<file path="config.mk">
export PLATFORM = sky130hd
export DESIGN_NAME = port_expander
export DESIGN_NICKNAME = d
export VERILOG_FILES = /design/src/port_expander_pkg.sv /design/src/bus_sampler.sv /design/src/port_expander.sv
export SDC_FILE = /design/constraint.sdc
export NUM_CORES = 1
export LEC_CHECK = 0
export BUFFER_PORTS_ARGS = -buffer_cell sky130_fd_sc_hd__buf_2
export CAP_MARGIN = 10
export CORE_ASPECT_RATIO = 0.8
export CORE_MARGIN = 1
export CORE_UTILIZATION = 50
export CTS_CLUSTER_DIAMETER = 50
export CTS_CLUSTER_SIZE = 8
export DETAILED_ROUTE_END_ITERATION = 8
export HOLD_SLACK_MARGIN = 0.02
export PLACE_DENSITY = 0.8
export SYNTH_ARGS = -nofsm -noshare
export SYNTH_HDL_FRONTEND = slang
export SYNTH_HIERARCHICAL = 1
export SYNTH_SLANG_ARGS = --single-unit
</file>
<file path="constraint.sdc">
create_clock -name clk_i -period 2.15 [get_ports clk_i]
set_input_delay 0.645 -clock clk_i [delete_from_list [all_inputs] [get_ports clk_i]]
set_output_delay 0.645 -clock clk_i [all_outputs]
set_load 0.02 [all_outputs]
</file>
<file path="src/port_expander_pkg.sv">
package port_expander_pkg;

  // Fixed upper four bits of the seven-bit target address
  localparam logic [3:0] ADDR_UPPER_BITS = 4'h4;
  // Width of one port group
  localparam int unsigned PORT_WIDTH = 8;
  // Output latch value after reset: all ports released high
  localparam logic [7:0] PORT_OUT_RESET = 8'hff;
  // Bits per byte before the acknowledge slot
  localparam logic [3:0] BITS_PER_BYTE = 4'h8;

  // Synchronised bus line levels and their edges
  typedef struct packed {
    logic scl;
    logic sda;
    logic scl_rise;
    logic scl_fall;
    logic start;
    logic stop;
  } bus_sample_t;

endpackage

</file>
<file path="src/bus_sampler.sv">
`timescale 1ns/1ns
// Two-stage synchroniser for the bus lines, plus edge and condition detection
module bus_sampler
(
  input  wire logic                        clk_i,
  input  wire logic                        rst_b_i,
  input  wire logic                        scl_i,
  input  wire logic                        sda_i,
  output port_expander_pkg::bus_sample_t   bus_o
);

  logic [1:0] scl_sync;   // Synchroniser chain for the clock line
  logic [1:0] sda_sync;   // Synchroniser chain for the data line
  logic       scl_prev;   // Previous stable clock level
  logic       sda_prev;   // Previous stable data level

  // Synchronise both lines; idle high after reset
  always_ff @(posedge clk_i)
  begin
    if (!rst_b_i)
    begin
      scl_sync <= 2'h3;
      sda_sync <= 2'h3;
      scl_prev <= 1'b1;
      sda_prev <= 1'b1;
    end
    else
    begin
      scl_sync <= {scl_sync[0], scl_i};
      sda_sync <= {sda_sync[0], sda_i};
      scl_prev <= scl_sync[1];
      sda_prev <= sda_sync[1];
    end
  end

  // Decode edges and start/stop from the stable stage only
  always_comb
  begin
    bus_o.scl      = scl_sync[1];
    bus_o.sda      = sda_sync[1];
    bus_o.scl_rise = scl_sync[1] & ~scl_prev;
    bus_o.scl_fall = ~scl_sync[1] & scl_prev;
    bus_o.start    = scl_sync[1] & scl_prev & sda_prev & ~sda_sync[1];
    bus_o.stop     = scl_sync[1] & scl_prev & ~sda_prev & sda_sync[1];
  end

endmodule

</file>
<file path="src/port_expander.sv">
`timescale 1ns/1ns
module port_expander
#(
  parameter int unsigned WIDTH = port_expander_pkg::PORT_WIDTH
)
(
  input  wire logic             clk_i,
  input  wire logic             rst_b_i,
  input  wire logic             scl_i,
  input  wire logic             sda_i,
  output logic                  sda_o,
  output logic                  sda_oe_b_o,
  input  wire logic [WIDTH-1:0] expander_port_pins_i,
  output logic      [WIDTH-1:0] expander_port_pins_o,
  output logic      [WIDTH-1:0] expander_port_pins_oe_b_o,
  input  wire logic             addr_select_bit0_i,
  input  wire logic             addr_select_bit1_i,
  input  wire logic             addr_select_bit2_i,
  output logic                  alert_b_o,
  output logic                  alert_oe_b_o
);

  typedef enum logic [2:0] {
    IDLE,
    ADDR,
    ADDR_ACK,
    WR_DATA,
    WR_ACK,
    RD_DATA,
    RD_ACK
  } state_t;

  port_expander_pkg::bus_sample_t bus;     // Synchronised bus view
  state_t                         state;   // Transaction state
  logic [3:0]                     bit_cnt; // Bits taken in current byte
  logic [7:0]                     shift;   // Receive / transmit shift register
  logic [WIDTH-1:0]               pin_sync0; // Port pin synchroniser stage one
  logic [WIDTH-1:0]               pin_sync1; // Port pin synchroniser stage two
  logic [WIDTH-1:0]               reference; // Reference for change detection
  logic                           alert;     // Change alert pending
  logic                           hold_off;  // Alert held released until stop
  logic                           ack_drive; // Device pulls data low in ack slots and for zero read bits
  logic [6:0]                     own_addr;  // Own seven-bit address
  logic [2:0]                     sel_sync0; // Address select synchroniser stage one
  logic [2:0]                     sel_sync1; // Address select synchroniser stage two

  // Edge and condition detector for the bus
  bus_sampler u_bus_sampler
  (
    .clk_i   (clk_i),
    .rst_b_i (rst_b_i),
    .scl_i   (scl_i),
    .sda_i   (sda_i),
    .bus_o   (bus)
  );

  // Own address built from fixed part and synchronised select pins
  assign own_addr = {port_expander_pkg::ADDR_UPPER_BITS, sel_sync1};

  // Port and address select pins pass two flip-flops before use
  always_ff @(posedge clk_i)
  begin
    if (!rst_b_i)
    begin
      pin_sync0 <= '1;
      pin_sync1 <= '1;
      sel_sync0 <= '0;
      sel_sync1 <= '0;
    end
    else
    begin
      pin_sync0 <= expander_port_pins_i;
      pin_sync1 <= pin_sync0;
      sel_sync0 <= {addr_select_bit2_i, addr_select_bit1_i, addr_select_bit0_i};
      sel_sync1 <= sel_sync0;
    end
  end

  // Transaction sequencer: received bits shift on rising clock, read bits shift out and slots change on falling; a read nack ends on rising
  always_ff @(posedge clk_i)
  begin
    if (!rst_b_i)
    begin
      state   <= IDLE;
      bit_cnt <= 4'h0;
      shift   <= 8'hff;
    end
    else if (bus.stop)
    begin
      state <= IDLE;
    end
    else if (bus.start)
    begin
      // Start and repeated start both restart address reception
      state   <= ADDR;
      bit_cnt <= 4'h0;
    end
    else
    begin
      case (state)
        IDLE:
        begin
          bit_cnt <= 4'h0;
        end
        ADDR, WR_DATA:
        begin
          if (bus.scl_rise)
          begin
            shift   <= {shift[6:0], bus.sda};
            bit_cnt <= bit_cnt + 4'h1;
          end
          else if (bus.scl_fall && bit_cnt == port_expander_pkg::BITS_PER_BYTE)
          begin
            if (state == WR_DATA)
            begin
              state <= WR_ACK;
            end
            else if (shift[7:1] == own_addr)
            begin
              state <= ADDR_ACK;
            end
            else
            begin
              state <= IDLE;
            end
          end
        end
        ADDR_ACK, WR_ACK:
        begin
          bit_cnt <= 4'h0;
          if (bus.scl_fall)
          begin
            if (state == ADDR_ACK && shift[0])
            begin
              // Load pins sampled during the acknowledge
              shift <= pin_sync1;
              state <= RD_DATA;
            end
            else
            begin
              state <= WR_DATA;
            end
          end
        end
        RD_DATA:
        begin
          if (bus.scl_fall)
          begin
            shift   <= {shift[6:0], shift[7]};
            bit_cnt <= bit_cnt + 4'h1;
            if (bit_cnt == port_expander_pkg::BITS_PER_BYTE - 4'h1)
            begin
              state <= RD_ACK;
            end
          end
        end
        RD_ACK:
        begin
          bit_cnt <= 4'h0;
          if (bus.scl_rise && bus.sda)
          begin
            state <= IDLE;
          end
          else if (bus.scl_fall)
          begin
            // Repeat fresh pin data on every further byte
            shift <= pin_sync1;
            state <= RD_DATA;
          end
        end
        default:
        begin
          state <= IDLE;
        end
      endcase
    end
  end

  // Data line drive: acknowledge in address and write ack slots, shift out during reads
  always_ff @(posedge clk_i)
  begin
    if (!rst_b_i)
    begin
      ack_drive <= 1'b0;
    end
    else
    begin
      ack_drive <= (state == ADDR_ACK || state == WR_ACK) ||
                   (state == RD_DATA && !shift[7]);
    end
  end

  // Open-drain data line: only ever pulls low
  always_ff @(posedge clk_i)
  begin
    if (!rst_b_i)
    begin
      sda_o      <= 1'b0;
      sda_oe_b_o <= 1'b1;
    end
    else
    begin
      sda_o      <= 1'b0;
      sda_oe_b_o <= ~ack_drive;
    end
  end

  // Output latch updated at each write-byte acknowledge
  always_ff @(posedge clk_i)
  begin
    if (!rst_b_i)
    begin
      expander_port_pins_o      <= '0;
      expander_port_pins_oe_b_o <= port_expander_pkg::PORT_OUT_RESET;
    end
    else if (state == WR_DATA && bus.scl_fall && bit_cnt == port_expander_pkg::BITS_PER_BYTE)
    begin
      // Zero pulls the port low, one releases it
      expander_port_pins_oe_b_o <= shift;
    end
  end

  // Change reference and alert state
  always_ff @(posedge clk_i)
  begin
    if (!rst_b_i)
    begin
      reference <= '1;
      alert     <= 1'b0;
      hold_off  <= 1'b0;
    end
    else if (state == RD_ACK && bus.scl_rise)
    begin
      // Data just sent becomes the reference; alert released until stop
      reference <= shift;
      alert     <= 1'b0;
      hold_off  <= 1'b1;
    end
    else if (state == WR_ACK && bus.scl_fall)
    begin
      reference <= pin_sync1;
      alert     <= 1'b0;
    end
    else
    begin
      if (bus.stop)
      begin
        hold_off <= 1'b0;
      end
      if (pin_sync1 != reference)
      begin
        alert <= 1'b1;
      end
      else if (!hold_off)
      begin
        // Pins back to reference clear the alert
        alert <= 1'b0;
      end
    end
  end

  // Active-low open-drain alert output
  always_ff @(posedge clk_i)
  begin
    if (!rst_b_i)
    begin
      alert_b_o    <= 1'b0;
      alert_oe_b_o <= 1'b1;
    end
    else
    begin
      alert_b_o    <= 1'b0;
      alert_oe_b_o <= ~(alert & ~hold_off);
    end
  end

endmodule

</file>
==> results of run 1 <==
[worst max-delay path, delay by kind of cell (launching register included)]
kind	cells	cell delay, ns
mux	1	0.39
simple gates	3	0.74
compound gates	1	0.40
flops	1	0.37
[worst min path at each step]
stage | slack, ns | startpoint | cells after the start | endpoint
2_1_floorplan | 0.35 | ack_drive | 1 | sda_oe_b_o
3_3_place_gp | 0.35 | ack_drive | 1 | sda_oe_b_o
3_5_place_dp | 0.37 | ack_drive | 1 | sda_oe_b_o
4_1_cts | 0.38 | ack_drive | 1 | sda_oe_b_o
5_1_grt | 0.40 | ack_drive | 1 | sda_oe_b_o
6_report | 0.38 | ack_drive | 1 | sda_oe_b_o
[sequential cells by signal, indices dropped and copies added (netlist names), 2 cells and up]
| register | flops |
|---|---|
| bit_cnt | 4 |
| expander_port_pins_oe_b_o | 8 |
| pin_sync0 | 8 |
| pin_sync1 | 8 |
| reference | 8 |
| sel_sync0 | 3 |
| sel_sync1 | 3 |
| shift | 8 |
| state | 3 |
| u_bus_sampler/scl_sync | 2 |
| u_bus_sampler/sda_sync | 2 |
[report_power, final]
group / switching, mW / internal (mW)
clock network: 0.488 / 0.544
registers: 0.0169 / 1.21
logic: 0.0762 / 0.0552
[per-layer routing]
metal | up-vias | global-route usage (%) | wire [um] | part of all wire, %
met4 | 0 | 8.15 | 93 | 1.7
li1 | 1060 | - | - | -
met1 | 974 | 26.4 | 2630 | 49
met5 | - | 0 | 0 | 0
met2 | 67 | 27.7 | 2290 | 43
met3 | 15 | 6.19 | 336 | 6.3
[cells in the final DEF (no fill, tap or decap), types with 7 or more instances in the layout]
cell / n
o211ai_1: 10
xnor2_1: 10
clkbuf_8: 9
nor2b_1: 9
conb_1: 10
nor2_1: 9
nand2_1: 26
nand2b_1: 32
mux2_2: 7
inv_1: 13
and2_1: 11
dfxtp_1: 64
mux2i_1: 10
nand3_1: 11
a22oi_1: 8
buf_2: 24
[area by class of cell]
cell class	instances	area share, %
Sequential cell	64	39.9
Clock inverter	7	2.46
Tap cell	78	3.04
Clock buffer	9	3.86
Inverter	13	1.52
Timing Repair Buffer	31	5.77
Multi-Input combinational cell	207	43.4
[stage by stage]
stage | cell area [um2] | setup slack (ns) | hold slack (ns) | util, % | cells
2_1_floorplan | 2870 | 0.414 | 0.352 | - | 311
3_3_place_gp | 3010 | 0.274 | 0.355 | 55.0 | 393
3_5_place_dp | 3010 | 0.137 | 0.369 | 55.0 | 393
4_1_cts | 3210 | 0.142 | 0.383 | 58.7 | 409
5_1_grt | 3210 | 0.0372 | 0.401 | 58.7 | 409
6_report | 3210 | 0.148 | 0.377 | 58.7 | 409
==> results.yml, run 1 <==
outcome:
  status: "completed"
critical_path:
  cp-start-kind: "flip-flop"
  rr_worst_depth: 5
  cp-startpoint: "u_bus_sampler/scl_sync[1]"
  cp.required_ns: 2.38
  worstPathCellList: "nor2b_1 -> nand3_1 -> and4b_1 -> o211ai_2 -> mux2_2"
  cp_data_arrival_time_ns: 2.24
  reg2reg_setup_slack_ns: 0.15
  cp_max_fo: 8
  reg2reg_from: "u_bus_sampler/scl_sync[1]"
  critical-path-slowest-cell: "o211ai_2"
  critPathKind: "flip-flop to flip-flop"
  r2r-end: "shift[2]"
  cpPeakStageDelay_ns: 0.40
  crit_end: "shift[2]"
  crit_path_end_kind: "flip-flop"
routing:
  vias: 2116
  drt-initial-drc-count: 179
  drc: 0
  vias_per_cell: 5.17
  antenna_left: 0
  drtPass1Iterations: 5
  wl_per_cell_um: 13.1
  wirelength_mm: 5.35
finish:
  n_fill_cell: 499
  multi_input_area_um2: 1390
  n_antenna_cell: 0
  fin_nets: 343
  seq_area_um2: 1280
  syn_to_final_growth_pct: 13.1
  layout-drive-gt1-share_pct: 18.7
cts:
  cts_buffer_depth: 2
  cts_tree: "built"
  postCtsSetupRepairBufs: 0
  cts_resized: 0
  cts.sinks: 64
  htreeDepth: 3
  clk_pin_slew_worst_paths_ns: 0.07
  worstSkewPairLatency_ns: 0.34
  cts_hold_buf: 0
  numCtsBuffers: 9
  cts_root_buffer: "clkbuf_8"
pwr:
  power_leakage_nw: 1.28
  ir_worst_vdd_v: 0.000529
  cellPowerDensity_nw_per_um2: 746
  p_total_mw: 2.39
timing:
  fin_setup_tns_ns: 0
  fin_skew_ns: 0.00781
  finalCritPeriodShare_pct: 93.1
  fmax_mhz: 500
  post-route-min-period_ns: 2.00
  setup_viol: 0
  slew_viol_final: 0
  final-hold-violation-count: 0
  rsz0062_at_grt: "no"
global_routing:
  grt_max_degree: 39
  antenna_found_initial: 0
  grt_overflow: 0
  track_usage_pct: 19.2
  grt_first_pass_wirelength_mm: 8.94
  grt_pass1_vias: 1886
floorplan:
  start_util_pct: 51.9
  core_um2: 5470
  die_area_um2: 5980
  dieHeight_um: 69.4
  die_x_um: 86.2
  io_pins: 35
  rows: 24
synthesis:
  synth_cells: 302
  synth_area_um2: 2840
  avgSynthCellArea_um2: 9.40
  yosysWarningCount: 6
placed_design:
  gp_congestion: 0.922
  dp_hpwl_mm: 3.75
  port_buffers: 24
worst_hold_path:
  hp-class: "flip-flop to flip-flop"
run:
  maxCapViolCount: 0
Note: power is estimated with default switching activity, not from simulation.
==> run 2: changes to the inputs <==
--- a/config.mk
+++ b/config.mk
@@ -8,7 +8,7 @@
 export BUFFER_PORTS_ARGS = -buffer_cell sky130_fd_sc_hd__buf_2
 export CAP_MARGIN = 10
 export CORE_ASPECT_RATIO = 0.8
-export CORE_MARGIN = 1
+export CORE_MARGIN = 2
 export CORE_UTILIZATION = 50
 export CTS_CLUSTER_DIAMETER = 50
 export CTS_CLUSTER_SIZE = 8
==> run 2 against run 1 <==
  * Routed wire length up 4.0%
  * Via count is 0.43% higher
  * Die area increased by 5.3%
  * Design area up 0.47%
  * Fmax grew 4.4%
  * Flip-flop and latch count did not move
  * Final cell count grew 0.98%
  * Global-route usage is 0.80 points higher
  * Worst hold slack lost 0.0033 ns
  * Critical path type unchanged
  * Critical endpoint is now shift[6]
  * Largest power group unchanged
==> results.yml, run 2 (synthesis gave the netlist of run 1 again) <==
global_routing:
  grt_pass1_vias: 2033
  grt_overflow: 0
  antenna_found_initial: 0
  grt_first_pass_wirelength_mm: 9.53
  track_usage_pct: 20.0
  grt_max_degree: 28
critical_path:
  rr_worst_depth: 5
  r2r-end: "shift[6]"
  cp-startpoint: "u_bus_sampler/scl_sync[1]"
  reg2reg_setup_slack_ns: 0.23
  crit_path_end_kind: "flip-flop"
  cp_max_fo: 8
  cp.required_ns: 2.39
  cp-start-kind: "flip-flop"
  cp_data_arrival_time_ns: 2.16
  critPathKind: "flip-flop to flip-flop"
  reg2reg_from: "u_bus_sampler/scl_sync[1]"
cts:
  worstSkewPairLatency_ns: 0.35
  postCtsSetupRepairBufs: 0
  clk_pin_slew_worst_paths_ns: 0.07
  cts_tree: "built"
  cts_root_buffer: "clkbuf_8"
  numCtsBuffers: 9
  htreeDepth: 3
  cts.sinks: 64
  cts_buffer_depth: 2
floorplan:
  dieHeight_um: 71.4
  die_area_um2: 6300
  core_um2: 5470
  rows: 24
  io_pins: 35
  die_x_um: 88.2
  start_util_pct: 51.9
routing:
  vias: 2125
  wirelength_mm: 5.56
  wl_per_cell_um: 13.5
  antenna_left: 0
  vias_per_cell: 5.15
  drtPass1Iterations: 4
  drc: 0
  drt-initial-drc-count: 187
finish:
  instances_no_fill: 413
  final_common_cell: "dfxtp_1"
  fin_nets: 347
  syn_to_final_growth_pct: 13.6
  layout-drive-gt1-share_pct: 19.7
  n_antenna_cell: 0
  design_area_um2: 3220
  mostFrequentLayoutCells: "dfxtp_1, nand2b_1, nand2_1"
  n_fill_cell: 485
worst_hold_path:
  hold_end: "sda_oe_b_o"
  hp-class: "flip-flop to flip-flop"
  hp-start: "ack_drive"
  holdPathStages: 1
outcome:
  status: "completed"
timing:
  fin_setup_tns_ns: 0
  worstMarginPinSlew_ns: 0.584
  slew_headroom_pct: 61.0
  slew_viol_final: 0
  fmax_mhz: 522
  post-route-min-period_ns: 1.92
  fin_skew_ns: 0.00811
  final-hold-violation-count: 0
  fin_ws_ns: 0.233
  setup_viol: 0
  rsz0062_at_grt: "no"
  finalCritPeriodShare_pct: 89.2
placed_design:
  gp_congestion: 0.982
  place_inst: 397
  dp_hpwl_mm: 3.88
  port_buffers: 24
  pre_cts_slack_ns: 0.167
  dpl-instance-area_um2: 3020
pwr:
  power_leakage_nw: 1.30
  ir_worst_vdd_v: 0.000441
  cellPowerDensity_nw_per_um2: 740
run:
  maxCapViolCount: 0
==> run 2: area by class of cell <==
cell class                      instances  area [um2]  share of cell area (%)
Clock buffer                           11         141                    4.39
Tap cell                               78        97.6                    3.03
Clock inverter                          5        56.3                    1.75
Timing Repair Buffer                   35         203                    6.29
Multi-Input combinational cell        207        1400                    43.3
Sequential cell                        64        1280                    39.8
Inverter                               13        48.8                    1.51
==> run 2: report_power, final <==
group          internal (mW)  leakage (nW)  total, mW  switching [mW]
logic                 0.0562         0.680      0.133          0.0763
clock network          0.564        0.0993       1.02           0.456
registers               1.21         0.524       1.23          0.0184
total                   1.84          1.30       2.39           0.551
==> run 2: per-layer routing <==
metal,vias up,share of wire [%],GRT usage (%)
met5,-,0,0
met4,0,2.1,7.91
met3,11,7.8,8.87
met2,84,44,28.6
met1,954,46,26.6
li1,1076,-,-
==> run 2: worst max-delay path: stages, from the launching register on <==
cell,delay [ns]
dfxtp_1,0.37
nor2b_2,0.30
nand3_1,0.10
and4b_1,0.22
o211ai_2,0.42
mux2_2,0.39
==> run 2: metrics by stage <==
stage	power, mW	utilization [%]	hold slack, ns
5_1_grt	2.48	59.0	0.398
6_report	2.39	59.0	0.374
3_5_place_dp	1.39	55.3	0.364
2_1_floorplan	1.36	-	0.352
3_3_place_gp	1.39	55.3	0.352
4_1_cts	2.42	58.9	0.379
==> run 2: timing repair <==
item | 4_1_cts | 5_1_grt
hold endpoints to repair | 0 | 0
gates resized for setup | 0 | 1
setup endpoints to repair | 0 | 7
hold buffers | 0 | 0
==> run 2: how the worst max path moves through the flow <==
| stage | end | slack [ns] | cells past startpoint |
|---|---|---|---|
| global route | shift[3] | 0.1 | 5 |
| CTS | shift[5] | 0.14 | 5 |
| detailed placement | shift[5] | 0.17 | 5 |
| global placement | shift[5] | 0.24 | 5 |
| finish | shift[6] | 0.23 | 5 |
| floorplan | shift[1] | 0.41 | 5 |
==> run 3: changes to the inputs <==
--- a/config.mk
+++ b/config.mk
@@ -9,13 +9,12 @@
 export CAP_MARGIN = 10
 export CORE_ASPECT_RATIO = 0.8
 export CORE_MARGIN = 2
-export CORE_UTILIZATION = 50
+export CORE_UTILIZATION = 25
 export CTS_CLUSTER_DIAMETER = 50
 export CTS_CLUSTER_SIZE = 8
 export DETAILED_ROUTE_END_ITERATION = 8
 export HOLD_SLACK_MARGIN = 0.02
-export PLACE_DENSITY = 0.8
+export PLACE_DENSITY = 0.51
 export SYNTH_ARGS = -nofsm -noshare
 export SYNTH_HDL_FRONTEND = slang
-export SYNTH_HIERARCHICAL = 1
 export SYNTH_SLANG_ARGS = --single-unit
==> run 3 against run 2 <==
  * Sequential power up 6%
  * Synthesized cell count rose by 4.0%
  * Worst hold slack better by 0.0039 ns
  * Combinational power grew to 3.2 times the previous value
  * Non-clock buffer count shrank 2
  * Clock power rose by 23%
  * Total power increased by 25%
  * Count of clock-buffer cells in the layout is 2 higher
  * Flip-flop and latch count unchanged
  * Fmax increased by 5.8%
  * Routed wire length increased by 6.0%
  * Critical path depth is 1 lower
==> results.yml, run 3 <==
synthesis:
  synth_commonest_cells: "dfxtp_1, nand2b_1, nand2_1"
  ys.flop_type: "dfxtp_1"
  synthTopCellsByArea: "dfxtp_1, nand2b_1, nand2_1, mux2i_1, buf_4"
  avgSynthCellArea_um2: 9.18
  synth_compound_gate_area_share_pct: 16.6
  synth.most_common_cell: "dfxtp_1"
  ys_types: 57
  synth_simple_gate_area_share_pct: 22.4
  yosys.area.top_type: "dfxtp_1"
  synth_xor_area_share_pct: 4.56
  synthAdderAreaFrac_pct: 0.868
  synth_area_um2: 2880
  yosysWarningCount: 0
  synth_top_area_share_pct: 44.4
  ys_async_sr_fraction_pct: 0
  synth-edff-count: 0
  synth_top_family_by_area: "simple AND/OR/NAND/NOR gates"
  synth-seq-cells: 64
  synth_cells: 314
  muxShareOfSynthArea_pct: 3.12
  seq_area_frac_synth_pct: 44.4
cts:
  clk_pin_slew_worst_paths_ns: 0.05
  cts.sinks: 64
  cts_buffer_depth: 2
  postCtsSetupRepairBufs: 0
  htreeDepth: 3
  cts_hold_buf: 0
  worstSkewPairLatency_ns: 0.33
  cts_resized: 0
  cts_root_buffer: "clkbuf_16"
  cts_tree: "built"
  numCtsBuffers: 9
critical_path:
  cp-startpoint: "state[2]"
  r2r-end: "shift[0]"
  cp-start-kind: "flip-flop"
  cp_data_arrival_time_ns: 2.05
  crit_path_end_kind: "flip-flop"
  crit_end: "shift[0]"
  cp_max_fo: 16
  rr_worst_depth: 4
  critPathKind: "flip-flop to flip-flop"
  cp.required_ns: 2.39
  reg2reg_setup_slack_ns: 0.34
  reg2reg_from: "state[2]"
finish:
  multi_input_area_um2: 1410
  mostFrequentLayoutCells: "dfxtp_1, nand2b_1, nand2_1"
  n_fill_cell: 1197
  syn_to_final_growth_pct: 17.5
  seq_area_um2: 1280
  final_common_cell: "dfxtp_1"
  final_util_pct: 29.8
  instances_no_fill: 488
  fin_nets: 354
  n_antenna_cell: 0
  layout-drive-gt1-share_pct: 16.2
global_routing:
  grt_overflow: 0
  track_usage_pct: 10.3
  antenna_found_initial: 0
  grt_first_pass_wirelength_mm: 9.83
  grt_pass1_vias: 1974
  grt_max_degree: 21
floorplan:
  io_pins: 35
  dieHeight_um: 100
  die_x_um: 124
  die_area_um2: 12400
  core_um2: 11400
  rows: 35
  start_util_pct: 25.3
timing:
  slew_viol_final: 0
  final-hold-violation-count: 0
  fin_skew_ns: 0.00630
  fin_ws_ns: 0.338
  setup_viol: 0
  rsz0062_at_grt: "no"
  finalCritPeriodShare_pct: 84.3
  holdWs_ns: 0.378
  worstMarginPinSlew_ns: 0.531
  post-route-min-period_ns: 1.81
  slew_headroom_pct: 64.5
  fin_setup_tns_ns: 0
  fmax_mhz: 552
run:
  maxCapViolCount: 0
pwr:
  cellPowerDensity_nw_per_um2: 880
  power_leakage_nw: 1.40
  ir_worst_vdd_v: 0.000419
routing:
  wl_per_cell_um: 12.1
  wirelength_mm: 5.90
  vias: 2158
  vias_per_cell: 4.42
  drc: 0
  drt-initial-drc-count: 131
  drtPass1Iterations: 4
  antenna_left: 0
outcome:
  status: "completed"
placed_design:
  port_buffers: 24
  gp_congestion: 0.867
  place_inst: 474
  dp_hpwl_mm: 4.24
  pre_cts_slack_ns: 0.394
worst_hold_path:
  hp-class: "flip-flop to flip-flop"
## run 3: logic make-up (layout without fill, tap and decap cells)
kind of cell             count (synthesis)  after routing
multiplexers                             9              9
AND/OR/NAND/NOR                        113            113
adder cells (fa/ha/maj)                  2              2
XOR/XNOR                                15             15
buffers and inverters                   45             62
flip-flops                              64             64
other                                    1             10
AO/OA/AOI/OAI                           65             65
## run 3: worst min path at each step
stage	from	end	slack, ns	cells after the start
final	ack_drive	sda_oe_b_o	0.38	1
after global routing	ack_drive	sda_oe_b_o	0.40	1
after CTS	ack_drive	sda_oe_b_o	0.37	1
after detailed placement	ack_drive	sda_oe_b_o	0.36	1
after global placement	ack_drive	sda_oe_b_o	0.36	1
after floorplan	ack_drive	sda_oe_b_o	0.35	1
## run 3: metal layers
metal | GRT usage (%) | vias to the layer above | part of all wire, %
li1 | - | 1102 | -
met1 | 14.8 | 982 | 53
met2 | 13.6 | 66 | 39
met3 | 3.75 | 8 | 6.3
met4 | 4.24 | 0 | 1.5
met5 | 0 | - | 0
## run 3: worst max-delay path, stage by stage (launching register included)
cell	delay, ns
dfxtp_1	0.65
nand2b_1	0.25
o21a_1	0.33
and2_1	0.28
a31oi_1	0.22
## run 3: where the power goes
group          switching, mW  internal, mW
logic                  0.256         0.175
clock network          0.459         0.795
registers             0.0563          1.24
## run 3: cell type report
| cell class | instances | share of cell area (%) |
|---|---|---|
| Timing Repair Buffer | 33 | 5.91 |
| Sequential cell | 64 | 37.8 |
| Multi-Input combinational cell | 214 | 41.6 |
| Inverter | 15 | 1.66 |
| Tap cell | 148 | 5.47 |
| Clock inverter | 1 | 0.148 |
| Clock buffer | 13 | 7.39 |
## run 3: stage by stage
stage	total power [mW]	cell area, um2
floorplan	1.66	2920
global placement	1.75	3130
detailed placement	1.74	3130
CTS	3.02	3390
global route	3.13	3390
finish	2.98	3390
